`src/hrs_pkg.sv`:
```
// Constants, register map and carrier types of the hardware return stack
package hrs_pkg;

  // Store geometry
  localparam int HRS_DEPTH    = 16;
  localparam int HRS_ENTRY_W  = 15;
  localparam int HRS_PTR_W    = 5;
  localparam int HRS_IDX_W    = 4;
  localparam int HRS_DATA_W   = 8;
  localparam int HRS_ADDR_W   = 4;
  localparam int HRS_HIGH_W   = HRS_ENTRY_W - HRS_DATA_W;
  localparam int HRS_FLAG_W   = 2;

  // Pointer positions
  localparam logic [HRS_PTR_W-1:0] HRS_PTR_EMPTY = 5'h1F;
  localparam logic [HRS_PTR_W-1:0] HRS_PTR_LAST  = 5'h0F;
  localparam logic [HRS_PTR_W-1:0] HRS_PTR_ONE   = 5'h01;
  localparam logic [HRS_PTR_W-1:0] HRS_PTR_WRAP  = 5'h10;

  // Register offsets
  localparam logic [HRS_ADDR_W-1:0] HRS_OFS_PTR  = 4'h0;
  localparam logic [HRS_ADDR_W-1:0] HRS_OFS_LOW  = 4'h1;
  localparam logic [HRS_ADDR_W-1:0] HRS_OFS_HIGH = 4'h2;
  localparam logic [HRS_ADDR_W-1:0] HRS_OFS_STAT = 4'h3;
  localparam logic [HRS_ADDR_W-1:0] HRS_OFS_MASK = 4'h4;
  localparam logic [HRS_ADDR_W-1:0] HRS_OFS_CFG  = 4'h5;

  // Field positions
  localparam int HRS_BIT_OVF    = 0;
  localparam int HRS_BIT_UNF    = 1;
  localparam int HRS_BIT_CFG_EN = 0;

  // Reset values
  localparam logic [HRS_FLAG_W-1:0]  HRS_FLAGS_RST = 2'h0;
  localparam logic [HRS_FLAG_W-1:0]  HRS_MASK_RST  = 2'h0;
  localparam logic                   HRS_CFG_RST   = 1'h0;
  localparam logic [HRS_ENTRY_W-1:0] HRS_ENTRY_RST = 15'h0000;
  localparam logic [HRS_DATA_W-1:0]  HRS_RDATA_RST = 8'h00;

  // Core sequencer request
  typedef struct packed {
    logic                   push;
    logic                   pop;
    logic [HRS_ENTRY_W-1:0] pc;
  } hrs_core_req_t;

  // Register port request
  typedef struct packed {
    logic                   wr;
    logic                   rd;
    logic [HRS_ADDR_W-1:0]  addr;
    logic [HRS_DATA_W-1:0]  wdata;
  } hrs_bus_req_t;

endpackage

```
`src/hrs_entry_store.sv`:
```
// Sixteen by fifteen bit flip-flop store of return addresses
`timescale 1ns/1ps
`default_nettype none
module hrs_entry_store
  import hrs_pkg::*;
(
  // Clock and reset
  input  wire logic                   CLOCK,
  input  wire logic                   RST_N,
  // Write port, low and high parts separately enabled
  input  wire logic                   wr_low_en,
  input  wire logic                   wr_high_en,
  input  wire logic [HRS_IDX_W-1:0]   wr_idx,
  input  wire logic [HRS_ENTRY_W-1:0] wr_data,
  // Read port
  input  wire logic [HRS_IDX_W-1:0]   rd_idx,
  output logic      [HRS_ENTRY_W-1:0] rd_data
);

  logic [HRS_ENTRY_W-1:0] entry_ff [HRS_DEPTH];

  // One entry per generate step; store lies outside program and data space
  genvar gi;
  generate
    for (gi = 0; gi < HRS_DEPTH; gi++) begin : g_entry
      logic [HRS_ENTRY_W-1:0] nxt_entry;
      logic                   hit;
      assign hit = (wr_idx == HRS_IDX_W'(gi));

      // Byte lanes merge so a half write keeps the other half
      always_comb begin
        nxt_entry = entry_ff[gi];
        if (hit && wr_low_en) begin
          nxt_entry[HRS_DATA_W-1:0] = wr_data[HRS_DATA_W-1:0];
        end
        if (hit && wr_high_en) begin
          nxt_entry[HRS_ENTRY_W-1:HRS_DATA_W] = wr_data[HRS_ENTRY_W-1:HRS_DATA_W];
        end
      end

      // Entry register
      always_ff @(posedge CLOCK) begin
        if (!RST_N) begin
          entry_ff[gi] <= HRS_ENTRY_RST;
        end else begin
          entry_ff[gi] <= nxt_entry;
        end
      end
    end
  endgenerate

  // Asynchronous read of the selected entry
  assign rd_data = entry_ff[rd_idx];

endmodule
`default_nettype wire

```
`src/hrs_fault_flags.sv`:
```
// Sticky overflow and underflow flags, interrupt mask and interrupt output
`timescale 1ns/1ps
`default_nettype none
module hrs_fault_flags
  import hrs_pkg::*;
(
  // Clock and resets; flags survive device reset
  input  wire logic                  CLOCK,
  input  wire logic                  RST_N,
  input  wire logic                  POR_N,
  // Events from the pointer logic
  input  wire logic [HRS_FLAG_W-1:0] set_ev,
  // Software access
  input  wire logic                  clr_wr,
  input  wire logic                  mask_wr,
  input  wire logic [HRS_FLAG_W-1:0] wdata,
  // State
  output logic      [HRS_FLAG_W-1:0] flags,
  output logic      [HRS_FLAG_W-1:0] mask,
  output logic                       irq
);

  logic [HRS_FLAG_W-1:0] flags_ff;
  logic [HRS_FLAG_W-1:0] mask_ff;
  logic [HRS_FLAG_W-1:0] nxt_flags;
  logic [HRS_FLAG_W-1:0] nxt_mask;

  // Set beats a write-one clear in the same cycle so no event is lost
  genvar gb;
  generate
    for (gb = 0; gb < HRS_FLAG_W; gb++) begin : g_flag
      always_comb begin
        nxt_flags[gb] = flags_ff[gb];
        if (clr_wr && wdata[gb]) begin
          nxt_flags[gb] = 1'b0;
        end
        if (set_ev[gb]) begin
          nxt_flags[gb] = 1'b1;
        end
      end
    end
  endgenerate

  // Mask next value
  always_comb begin
    nxt_mask = mask_wr ? wdata : mask_ff;
  end

  // Flags reset only at power-on, keeping the fault cause visible
  always_ff @(posedge CLOCK) begin
    if (!POR_N) begin
      flags_ff <= HRS_FLAGS_RST;
    end else begin
      flags_ff <= nxt_flags;
    end
  end

  // Mask register
  always_ff @(posedge CLOCK) begin
    if (!RST_N || !POR_N) begin
      mask_ff <= HRS_MASK_RST;
    end else begin
      mask_ff <= nxt_mask;
    end
  end

  assign flags = flags_ff;
  assign mask  = mask_ff;
  assign irq   = |(flags_ff & mask_ff);
endmodule
`default_nettype wire

```
`src/hrs_top.sv`:
```
// Hardware return-address stack: pointer, top-entry window, fault logic
// Functional notes
// - Sixteen entries of fifteen bits, separate from program and data space.
// - Call, call through working register and interrupt branch push the PC.
// - Return, return with literal and return from interrupt pop the stack.
// - Push and pop never modify the PC upper latch.
// - With fault reset disabled the store wraps; push seventeen overwrites push one.
// - Overflow and underflow flags set on faults whether or not reset enabled.
// - Stack pointer is five bits so faults differ from valid positions.
// - Top entry high and low are read/write, together the addressed entry.
// - Software sets the pointer, then the top pair reaches that entry.
// - Calls and interrupts increment the pointer, returns decrement it.
// - Pointer names the used entry; push increments first, pop reads first.
// - Software may read the pointer at any time.
// - With fault reset enabled a fault resets the device and sets its flag.
//
// Strobed register access and the register addresses are this design's own decisions.
`timescale 1ns/1ps
`default_nettype none
module hrs_top
  import hrs_pkg::*;
(
  // Clock and resets
  input  wire logic                   CLOCK,
  input  wire logic                   RST_N,
  input  wire logic                   POR_N,
  // Core sequencer
  input  wire hrs_core_req_t          CORE_REQ,
  output logic      [HRS_ENTRY_W-1:0] POP_PC,
  output logic                        DEVICE_RESET_REQ,
  // Register port
  input  wire hrs_bus_req_t           BUS_REQ,
  output logic      [HRS_DATA_W-1:0]  RDATA,
  // Interrupt
  output logic                        IRQ
);

  // Pointer, configuration and output registers
  logic [HRS_PTR_W-1:0]   ptr_ff;
  logic [HRS_PTR_W-1:0]   nxt_ptr;
  logic                   cfg_en_ff;
  logic                   nxt_cfg_en;
  logic [HRS_ENTRY_W-1:0] pop_pc_ff;
  logic [HRS_ENTRY_W-1:0] nxt_pop_pc;
  logic                   rst_req_ff;
  logic                   nxt_rst_req;
  logic [HRS_DATA_W-1:0]  rdata_ff;
  logic [HRS_DATA_W-1:0]  nxt_rdata;

  // Decoded requests
  logic                   push;
  logic                   pop;
  logic                   ovf_ev;
  logic                   unf_ev;
  logic                   sw_ptr_wr;
  logic                   sw_low_wr;
  logic                   sw_high_wr;
  logic                   stat_wr;
  logic                   mask_wr;
  logic                   cfg_wr;

  // Store ports
  logic                   st_wr_low;
  logic                   st_wr_high;
  logic [HRS_IDX_W-1:0]   st_wr_idx;
  logic [HRS_ENTRY_W-1:0] st_wr_data;
  logic [HRS_ENTRY_W-1:0] top_entry;
  logic [HRS_PTR_W-1:0]   push_ptr;

  // Flag block
  logic [HRS_FLAG_W-1:0]  flags;
  logic [HRS_FLAG_W-1:0]  mask;
  logic [HRS_FLAG_W-1:0]  set_ev;

  // Push wins over a pop in the same cycle; the sequencer never asks both
  assign push = CORE_REQ.push;
  assign pop  = CORE_REQ.pop && !CORE_REQ.push;

  // Beyond sixteenth level on push, beyond first level on pop
  assign ovf_ev = push && (ptr_ff != HRS_PTR_EMPTY) && (ptr_ff >= HRS_PTR_LAST);
  assign unf_ev = pop && (ptr_ff == HRS_PTR_EMPTY);

  // Register decode; core traffic takes the store and pointer first
  assign sw_ptr_wr  = BUS_REQ.wr && (BUS_REQ.addr == HRS_OFS_PTR) && !push && !pop;
  assign sw_low_wr  = BUS_REQ.wr && (BUS_REQ.addr == HRS_OFS_LOW) && !push;
  assign sw_high_wr = BUS_REQ.wr && (BUS_REQ.addr == HRS_OFS_HIGH) && !push;
  assign stat_wr    = BUS_REQ.wr && (BUS_REQ.addr == HRS_OFS_STAT);
  assign mask_wr    = BUS_REQ.wr && (BUS_REQ.addr == HRS_OFS_MASK);
  assign cfg_wr     = BUS_REQ.wr && (BUS_REQ.addr == HRS_OFS_CFG);

  // Position after a push; past the last level the index wraps to entry zero
  always_comb begin
    if (ptr_ff == HRS_PTR_EMPTY) begin
      push_ptr = '0;
    end else if (ptr_ff >= HRS_PTR_LAST) begin
      push_ptr = {1'b1, ptr_ff[HRS_IDX_W-1:0] + HRS_IDX_W'(1)};
    end else begin
      push_ptr = ptr_ff + HRS_PTR_ONE;
    end
  end

  // Store write: a push writes the PC at the incremented position
  always_comb begin
    st_wr_low  = 1'b0;
    st_wr_high = 1'b0;
    st_wr_idx  = ptr_ff[HRS_IDX_W-1:0];
    st_wr_data = {BUS_REQ.wdata[HRS_HIGH_W-1:0], BUS_REQ.wdata};
    if (push) begin
      st_wr_low  = 1'b1;
      st_wr_high = 1'b1;
      st_wr_idx  = push_ptr[HRS_IDX_W-1:0];
      st_wr_data = CORE_REQ.pc;
    end else begin
      st_wr_low  = sw_low_wr;
      st_wr_high = sw_high_wr;
    end
  end

  hrs_entry_store u_store (
    .CLOCK      (CLOCK),
    .RST_N      (RST_N),
    .wr_low_en  (st_wr_low),
    .wr_high_en (st_wr_high),
    .wr_idx     (st_wr_idx),
    .wr_data    (st_wr_data),
    .rd_idx     (ptr_ff[HRS_IDX_W-1:0]),
    .rd_data    (top_entry)
  );

  // Pointer next value; a fault under reset enable empties the stack
  always_comb begin
    nxt_ptr = ptr_ff;
    if ((ovf_ev || unf_ev) && cfg_en_ff) begin
      nxt_ptr = HRS_PTR_EMPTY;
    end else if (push) begin
      nxt_ptr = push_ptr;
    end else if (pop && !unf_ev) begin
      nxt_ptr = ptr_ff - HRS_PTR_ONE;
    end else if (sw_ptr_wr) begin
      nxt_ptr = BUS_REQ.wdata[HRS_PTR_W-1:0];
    end
  end

  // Pointer starts empty so the first push lands in entry zero
  always_ff @(posedge CLOCK) begin
    if (!RST_N || !POR_N) begin
      ptr_ff <= HRS_PTR_EMPTY;
    end else begin
      ptr_ff <= nxt_ptr;
    end
  end

  // Pop reads the top entry before the pointer moves; an underflow
  // still returns whatever sits at the empty index
  always_comb begin
    nxt_pop_pc = pop ? top_entry : pop_pc_ff;
  end

  // Fault reset request, one cycle wide
  always_comb begin
    nxt_rst_req = (ovf_ev || unf_ev) && cfg_en_ff;
  end

  // Configuration of fault behaviour
  always_comb begin
    nxt_cfg_en = cfg_wr ? BUS_REQ.wdata[HRS_BIT_CFG_EN] : cfg_en_ff;
  end

  // Read data mux, valid only in the cycle after the read strobe
  always_comb begin
    nxt_rdata = HRS_RDATA_RST;
    if (BUS_REQ.rd) begin
      case (BUS_REQ.addr)
        HRS_OFS_PTR:  nxt_rdata = HRS_DATA_W'(ptr_ff);
        HRS_OFS_LOW:  nxt_rdata = top_entry[HRS_DATA_W-1:0];
        HRS_OFS_HIGH: nxt_rdata = HRS_DATA_W'(top_entry[HRS_ENTRY_W-1:HRS_DATA_W]);
        HRS_OFS_STAT: nxt_rdata = HRS_DATA_W'(flags);
        HRS_OFS_MASK: nxt_rdata = HRS_DATA_W'(mask);
        HRS_OFS_CFG:  nxt_rdata = HRS_DATA_W'(cfg_en_ff);
        default:      nxt_rdata = HRS_RDATA_RST;
      endcase
    end
  end

  // Output and configuration registers
  always_ff @(posedge CLOCK) begin
    if (!RST_N || !POR_N) begin
      pop_pc_ff  <= HRS_ENTRY_RST;
      rst_req_ff <= 1'b0;
      cfg_en_ff  <= HRS_CFG_RST;
      rdata_ff   <= HRS_RDATA_RST;
    end else begin
      pop_pc_ff  <= nxt_pop_pc;
      rst_req_ff <= nxt_rst_req;
      cfg_en_ff  <= nxt_cfg_en;
      rdata_ff   <= nxt_rdata;
    end
  end

  // Only the return address leaves; there is no path to the upper latch
  assign POP_PC           = pop_pc_ff;
  assign DEVICE_RESET_REQ = rst_req_ff;
  assign RDATA            = rdata_ff;

  // Flags set on faults in both modes
  always_comb begin
    set_ev              = '0;
    set_ev[HRS_BIT_OVF] = ovf_ev;
    set_ev[HRS_BIT_UNF] = unf_ev;
  end

  hrs_fault_flags u_flags (
    .CLOCK   (CLOCK),
    .RST_N   (RST_N),
    .POR_N   (POR_N),
    .set_ev  (set_ev),
    .clr_wr  (stat_wr),
    .mask_wr (mask_wr),
    .wdata   (BUS_REQ.wdata[HRS_FLAG_W-1:0]),
    .flags   (flags),
    .mask    (mask),
    .irq     (IRQ)
  );
endmodule
`default_nettype wire

```
`config.mk`:
```
export PLATFORM = sky130hd
export DESIGN_NAME = hrs_top
export DESIGN_NICKNAME = d
export VERILOG_FILES = /design/src/hrs_pkg.sv /design/src/hrs_entry_store.sv /design/src/hrs_fault_flags.sv /design/src/hrs_top.sv
export SDC_FILE = /design/constraint.sdc
export NUM_CORES = 1
export LEC_CHECK = 0
export BUFFER_PORTS_ARGS = -buffer_cell sky130_fd_sc_hd__buf_2
export CAP_MARGIN = 20
export CORE_ASPECT_RATIO = 0.5
export CORE_MARGIN = 2
export CORE_UTILIZATION = 57
export CTS_CLUSTER_DIAMETER = 150
export DETAILED_ROUTE_END_ITERATION = 12
export GPL_ROUTABILITY_DRIVEN = 1
export MAX_ROUTING_LAYER = met4
export PLACE_DENSITY = 0.75
export SYNTH_ARGS = -nofsm -noshare
export SYNTH_HDL_FRONTEND = slang
export SYNTH_SLANG_ARGS = --single-unit
```
`constraint.sdc`:
```
create_clock -name CLOCK -period 5.65 [get_ports CLOCK]
set_input_delay 1.13 -clock CLOCK [delete_from_list [all_inputs] [get_ports CLOCK]]
set_output_delay 1.13 -clock CLOCK [all_outputs]
set_load 0.1 [all_outputs]
```
## Yosys cells after proc, flatten, opt, wreduce, memory -nomap -nowiden

Memories as Yosys holds them, arrays and structs flattened. A register that Yosys moved wholly into a read port is not among the register bits.
Cells that the tools add are included.

- Latch bits: 0
- RAM bits: 240
- Word-level logic and storage cells: 280
- Input bits: 34
- Output and inout port bits: 25
- Flip-flop bits (word level): 34
- ROM bits: 0
- Memories kept: 1

- Divide/modulo/power cells: 0
- Shift operators: 0
- $add $sub $neg: 3
- Order comparisons: 1
- Equal/unequal tests: 54
- Multiplexer cells: 82
- Bitwise logic cells: 34
- Multipliers: 0
- Reductions and logical operators: 97

Memory list:

| name | depth | bits a word | read ports | clocked after Yosys merged registers in | wr ports | RTL line | text |
|---|---|---|---|---|---|---|---|
| u_store.entry_ff | 16 | 15 | 1 | 1 | 16 | hrs_entry_store.sv:20 | `logic [HRS_ENTRY_W-1:0] entry_ff [HRS_DEPTH];` |

Operators with widths:

| cell | number |
|---|---|
| $mux W8 | 32 |
| $mux W7 | 32 |
| $reduce_and A2 Y1 | 32 |
| $logic_and A1 B1 Y1 | 50 |
| $pmux W8 S6 | 1 |
| $eq A4 B4 Y1 const B | 8 |
| $ne A1 B1 Y1 const B | 32 |
| $or A1 B1 Y1 | 32 |
| $mux W5 | 5 |
| $eq A4 B3 Y1 const B | 6 |
| $eq A4 B2 Y1 const B | 4 |
| $mux W15 | 1 |
| $mux W4 | 3 |
| $eq A4 B1 Y1 const B | 2 |
| $logic_not A4 Y1 | 2 |
| $mux W1 | 8 |
| $reduce_or A2 Y1 | 3 |
| $add A5 B1 Y5 const B | 1 |
| $eq A5 B5 Y1 const B | 1 |
| $ge A5 B4 Y1 const B | 1 |
| $logic_not A1 Y1 | 5 |
| $ne A5 B5 Y1 const B | 1 |
| $sub A5 B1 Y5 const B | 1 |
| $add A4 B1 Y4 const B | 1 |
| other kinds (5) | 7 |

## Longest topological paths before layout

- Word-level depth: 9
- Depth in mapped cells: 10
- Mapped depth without buffers: 7

## Modules after synthesis

From an unflattened synthesis, not the netlist that was laid out.

- Cells, all modules: 987
- Area total of the unflattened synthesis: 13,082.5 um^2

Modules (own cells, without submodules):

| module | sequential area each (um^2) | cells each | times used | area each (um^2) |
|---|---|---|---|---|
| hrs_entry_store | 7,206.9 | 725 | 1 | 11,101.9 |
| hrs_top | 600.6 | 246 | 1 | 1,830.5 |
| hrs_fault_flags | 80.1 | 16 | 1 | 150.1 |

## Least setup slack after synthesis

OpenSTA, ideal clock, no wires.

- Path kind: input -> register
- Start point: input CORE_REQ[16] in the netlist's numbering
- End point: memory u_store.entry_ff[14][0] (enable)
- Stages: 7
- Buffers on the path: 3
- Path slack: 2.509 ns
- Data arrival time: 2.755 ns
- Data required time: 5.263 ns
- Cells stage by stage: nor2b_1 mux2i_1 o21a_1 buf_2 buf_2 buf_2 o31ai_1

RTL lines:

| what | RTL line | text |
|---|---|---|
| start: declaration | hrs_top.sv:28 | `input wire hrs_core_req_t CORE_REQ,` |
| end: declaration | hrs_entry_store.sv:20 |  |

==> impl_results.md <==
- Status: finished, final reports clean
- Post-Syn Area per Cell: 13.5 um2
- Final number of setup-violating endpoints: 0
- Overflow after GRT: 0
- Switching power total: 1300 uW
- Hold_buf cts: 0
- Cell repeated most along the worst path: ha_1
- Unrepaired setup endpoints after global routing: false
- Clock latency on the worst-skew pair: 0.53 ns
- CTS buffer count: 25
- Final Hold Viols: 0
- LEAKAGE: 0.00491 uW
- Sw Share: 0.271
- Final HPWL DP: 22.4 mm
- Hold Crit Class: register to register
- Wire length per cell: 26.7 um
- Synthesis Warnings: 0
- Register area: 7970 um2
- Remaining DRCs: 0
- Cells after synthesis: 962
- DIE HEIGHT: 111 um
- Largest net degree at the start of global routing: 78
- Hold endpoint: POP_PC[3]
- Sequential share of power: 0.498
- Worst R2R Path Depth: 8
- Top achievable clock speed: 238 MHz
- Pin slew with the least headroom to its limit: 1.08 ns
- Total core area: 22,000 um2
- Post-Syn Nets: 1,000
- Fin area: 14,500 um2
- Unique cell type count in the Yosys netlist: 48
- Pwr Density: 331 nW/um2
- Slowest-stage cell, CP: o21ai_0
- Placed cell count: 1,259
- Period Utilization, post-route: 0.743
- Worst-path clk slew: 0.07 ns
- Initial DRT Pass Iterations: 5
- Std-Cell Rows: 38
- Ys async rst share: 0
- Crit path max fanout: 14
- Sequential share of the synthesized area: 0.613
- Port Buffer Count: 58
- Final slew viol count: 0
- Most frequent cell after synthesis: edfxtp_1
- Ranking of synthesized cells by area: edfxtp_1 55%, mux4_2 12%, dfxtp_1 5.9%, nor4_1 5.8%, nor3_1 4.9%
- Setup bufs post-CTS: 0
- CP Launch Type: register
- Mapped cell area: 13,000 um2
- Crit Reg-Reg Endpoint: u_store.entry_ff[1][8]
- Post-layout minimum cycle time: 4.20 ns
- Final TNS setup: 0 ns
- Nets: 1,030
- Yosys top cell area share: 0.555
- Antenna violations before repair: 0
- Predominant post-synthesis flop cell: edfxtp_1
- Fill count: 1,526
- DP Area: 13,600 um2
- Largest stage delay, worst path: 0.91 ns
- Non-Filler Instances: 1,310
- Worst VDD drop: 0.212 mV
- CTS tree: done
- CP arrival: 4.34 ns
- I/O pin total: 59
- Worst path bufs/invs: 1
- Area of the multi-input gates: 4560 um2
- Cell count of the worst hold path: 2
- GRT Overall Usage: 0.301
- Share of cells above drive strength 1: 0.242
- Max Clock Skew: 0.0132 ns
- Clock share of power: 0.354
- Die width: 218 um
- Number of global-route vias before repair: 8,769
- Post-route ant nets: 0
- Slew Limit Headroom: 0.277
- Crit-path cells: ha_1 > and3_1 > ha_1 > nand2b_1 > a2bb2oi_1 > buf_4 > o211ai_1 > o21ai_0
- Die ar.: 24,100 um2
- Gate power share: 0.148
- CTS H-tree lvls: 1
- First-pass GRT wire length: 53.6 mm
- FF-to-FF Start: ptr_ff[0]
- Leading area contributor after synthesis: edfxtp_1
- Post-synth top cells: 240 x edfxtp_1, 127 x nor3_1, 121 x nor4_1
- Gp weighted congestion: 0.903
- ANT cells: 0
- Critical path class: register to register
- Total number of vias: 9,292
- Maxcap violations: 0
- DR vias/cell: 7.09
- CTS root buffer: clkbuf_16
- Pint: 3500 uW
- Starting Density: 0.590
- R2R setup slack: 1.45 ns
- Worst EP required: 5.80 ns
- Synthesis-to-finish area growth: 11.6%
- Post-CTS sizing: 0
- Maximum buffer depth of the clock tree: 3
- Layout Utilization: 0.659
- Worst Hold Launch: POP_PC[3]
- Synthesized flop and latch total: 278
- Number of synthesized flops with an enable pin: 240
- Critical path's top delay family: compound AO/OA/AOI/OAI gates
- Clk sinks: 278
- 1st-iter DRT viols: 1,633
- Crit path capture type: register
- Overall routed net length: 34.9 mm
==> final cells by class <==
cell class                      count  share of cell area
Timing Repair Buffer              120              0.0523
Sequential cell                   278               0.550
Tap cell                          300              0.0259
Clock inverter                     13             0.00707
Multi-Input combinational cell    560               0.314
Inverter                            7             0.00181
Clock buffer                       32              0.0492
==> per-layer routing <==
layer / vias up / track usage / part of all wire
met2: 707 / 0.416 / 0.42
met3: 55 / 0.0615 / 0.14
met5: - / - / 0
li1: 3959 / - / -
met1: 4571 / 0.466 / 0.42
met4: 0 / 0.0530 / 0.018
==> logic make-up (layout without fill, tap and decap cells) <==
group / count (synthesis) / after routing / synth area share
simple gates: 341 / 341 / 0.146
flops: 278 / 278 / 0.613
compound gates: 134 / 134 / 0.0690
buf+inv: 124 / 172 / 0.0407
mux: 81 / 81 / 0.127
fa+ha+maj: 4 / 4 / 0.00385
==> flip-flops by register name (all words and copies together) (netlist names), named ones only <==
register          count
u_flags.flags         2
u_store.entry_ff    240
cfg_en_ff             1
ptr_ff                5
POP_PC               15
RDATA                 8
u_flags.mask          2
DEVICE_RESET_REQ      1
==> through the flow <==
step           hold slack [ns]  power [uW]  worst slack [ns]
2_1_floorplan            0.474        2870              2.51
3_3_place_gp             0.443        3100              1.45
3_5_place_dp             0.445        3120              1.36
4_1_cts                  0.454        4790              1.44
5_1_grt                  0.490        4940              1.17
6_report                 0.457        4810              1.45
==> tightest hold or removal path: cells and delay by family (launching register included) <==
family          cells  cell delay, ns
flops               1            0.31
simple gates        1            0.05
compound gates      1            0.05
==> cells in the final DEF, fill, tap and decap left out, types with 24 or more instances in the layout <==
cell	synthesis	routed
o21ai_0	32	32
nor4_1	121	121
buf_4	0	56
nand2_1	26	24
mux4_2	67	67
clkbuf_16	0	27
edfxtp_1	240	240
a21oi_1	27	24
dfxtp_1	38	36
buf_2	21	61
nor3_1	127	127
==> power by group through the flow <==
| stage | clock (uW) | combinational [uW] | sequential [uW] |
|---|---|---|---|
| after floorplan | 0 | 456 | 2420 |
| after global placement | 0 | 674 | 2430 |
| after detailed placement | 0 | 683 | 2440 |
| after CTS | 1700 | 689 | 2390 |
| after global routing | 1790 | 747 | 2400 |
| final | 1700 | 710 | 2390 |
==> worst max-delay path by stage <==
stage / end / slack, ns / cells past startpoint / from
after floorplan: u_store.entry_ff[14][0] / 2.51 / 7 / CORE_REQ[16]
after global placement: u_store.entry_ff[8][5] / 1.45 / 8 / CORE_REQ[16]
after detailed placement: u_store.entry_ff[8][7] / 1.36 / 8 / CORE_REQ[16]
after CTS: u_store.entry_ff[2][8] / 1.44 / 8 / ptr_ff[0]
after global routing: u_store.entry_ff[1][10] / 1.17 / 8 / ptr_ff[0]
final: u_store.entry_ff[1][8] / 1.45 / 8 / ptr_ff[0]
No activity file was read; power rests on OpenSTA's default activity.
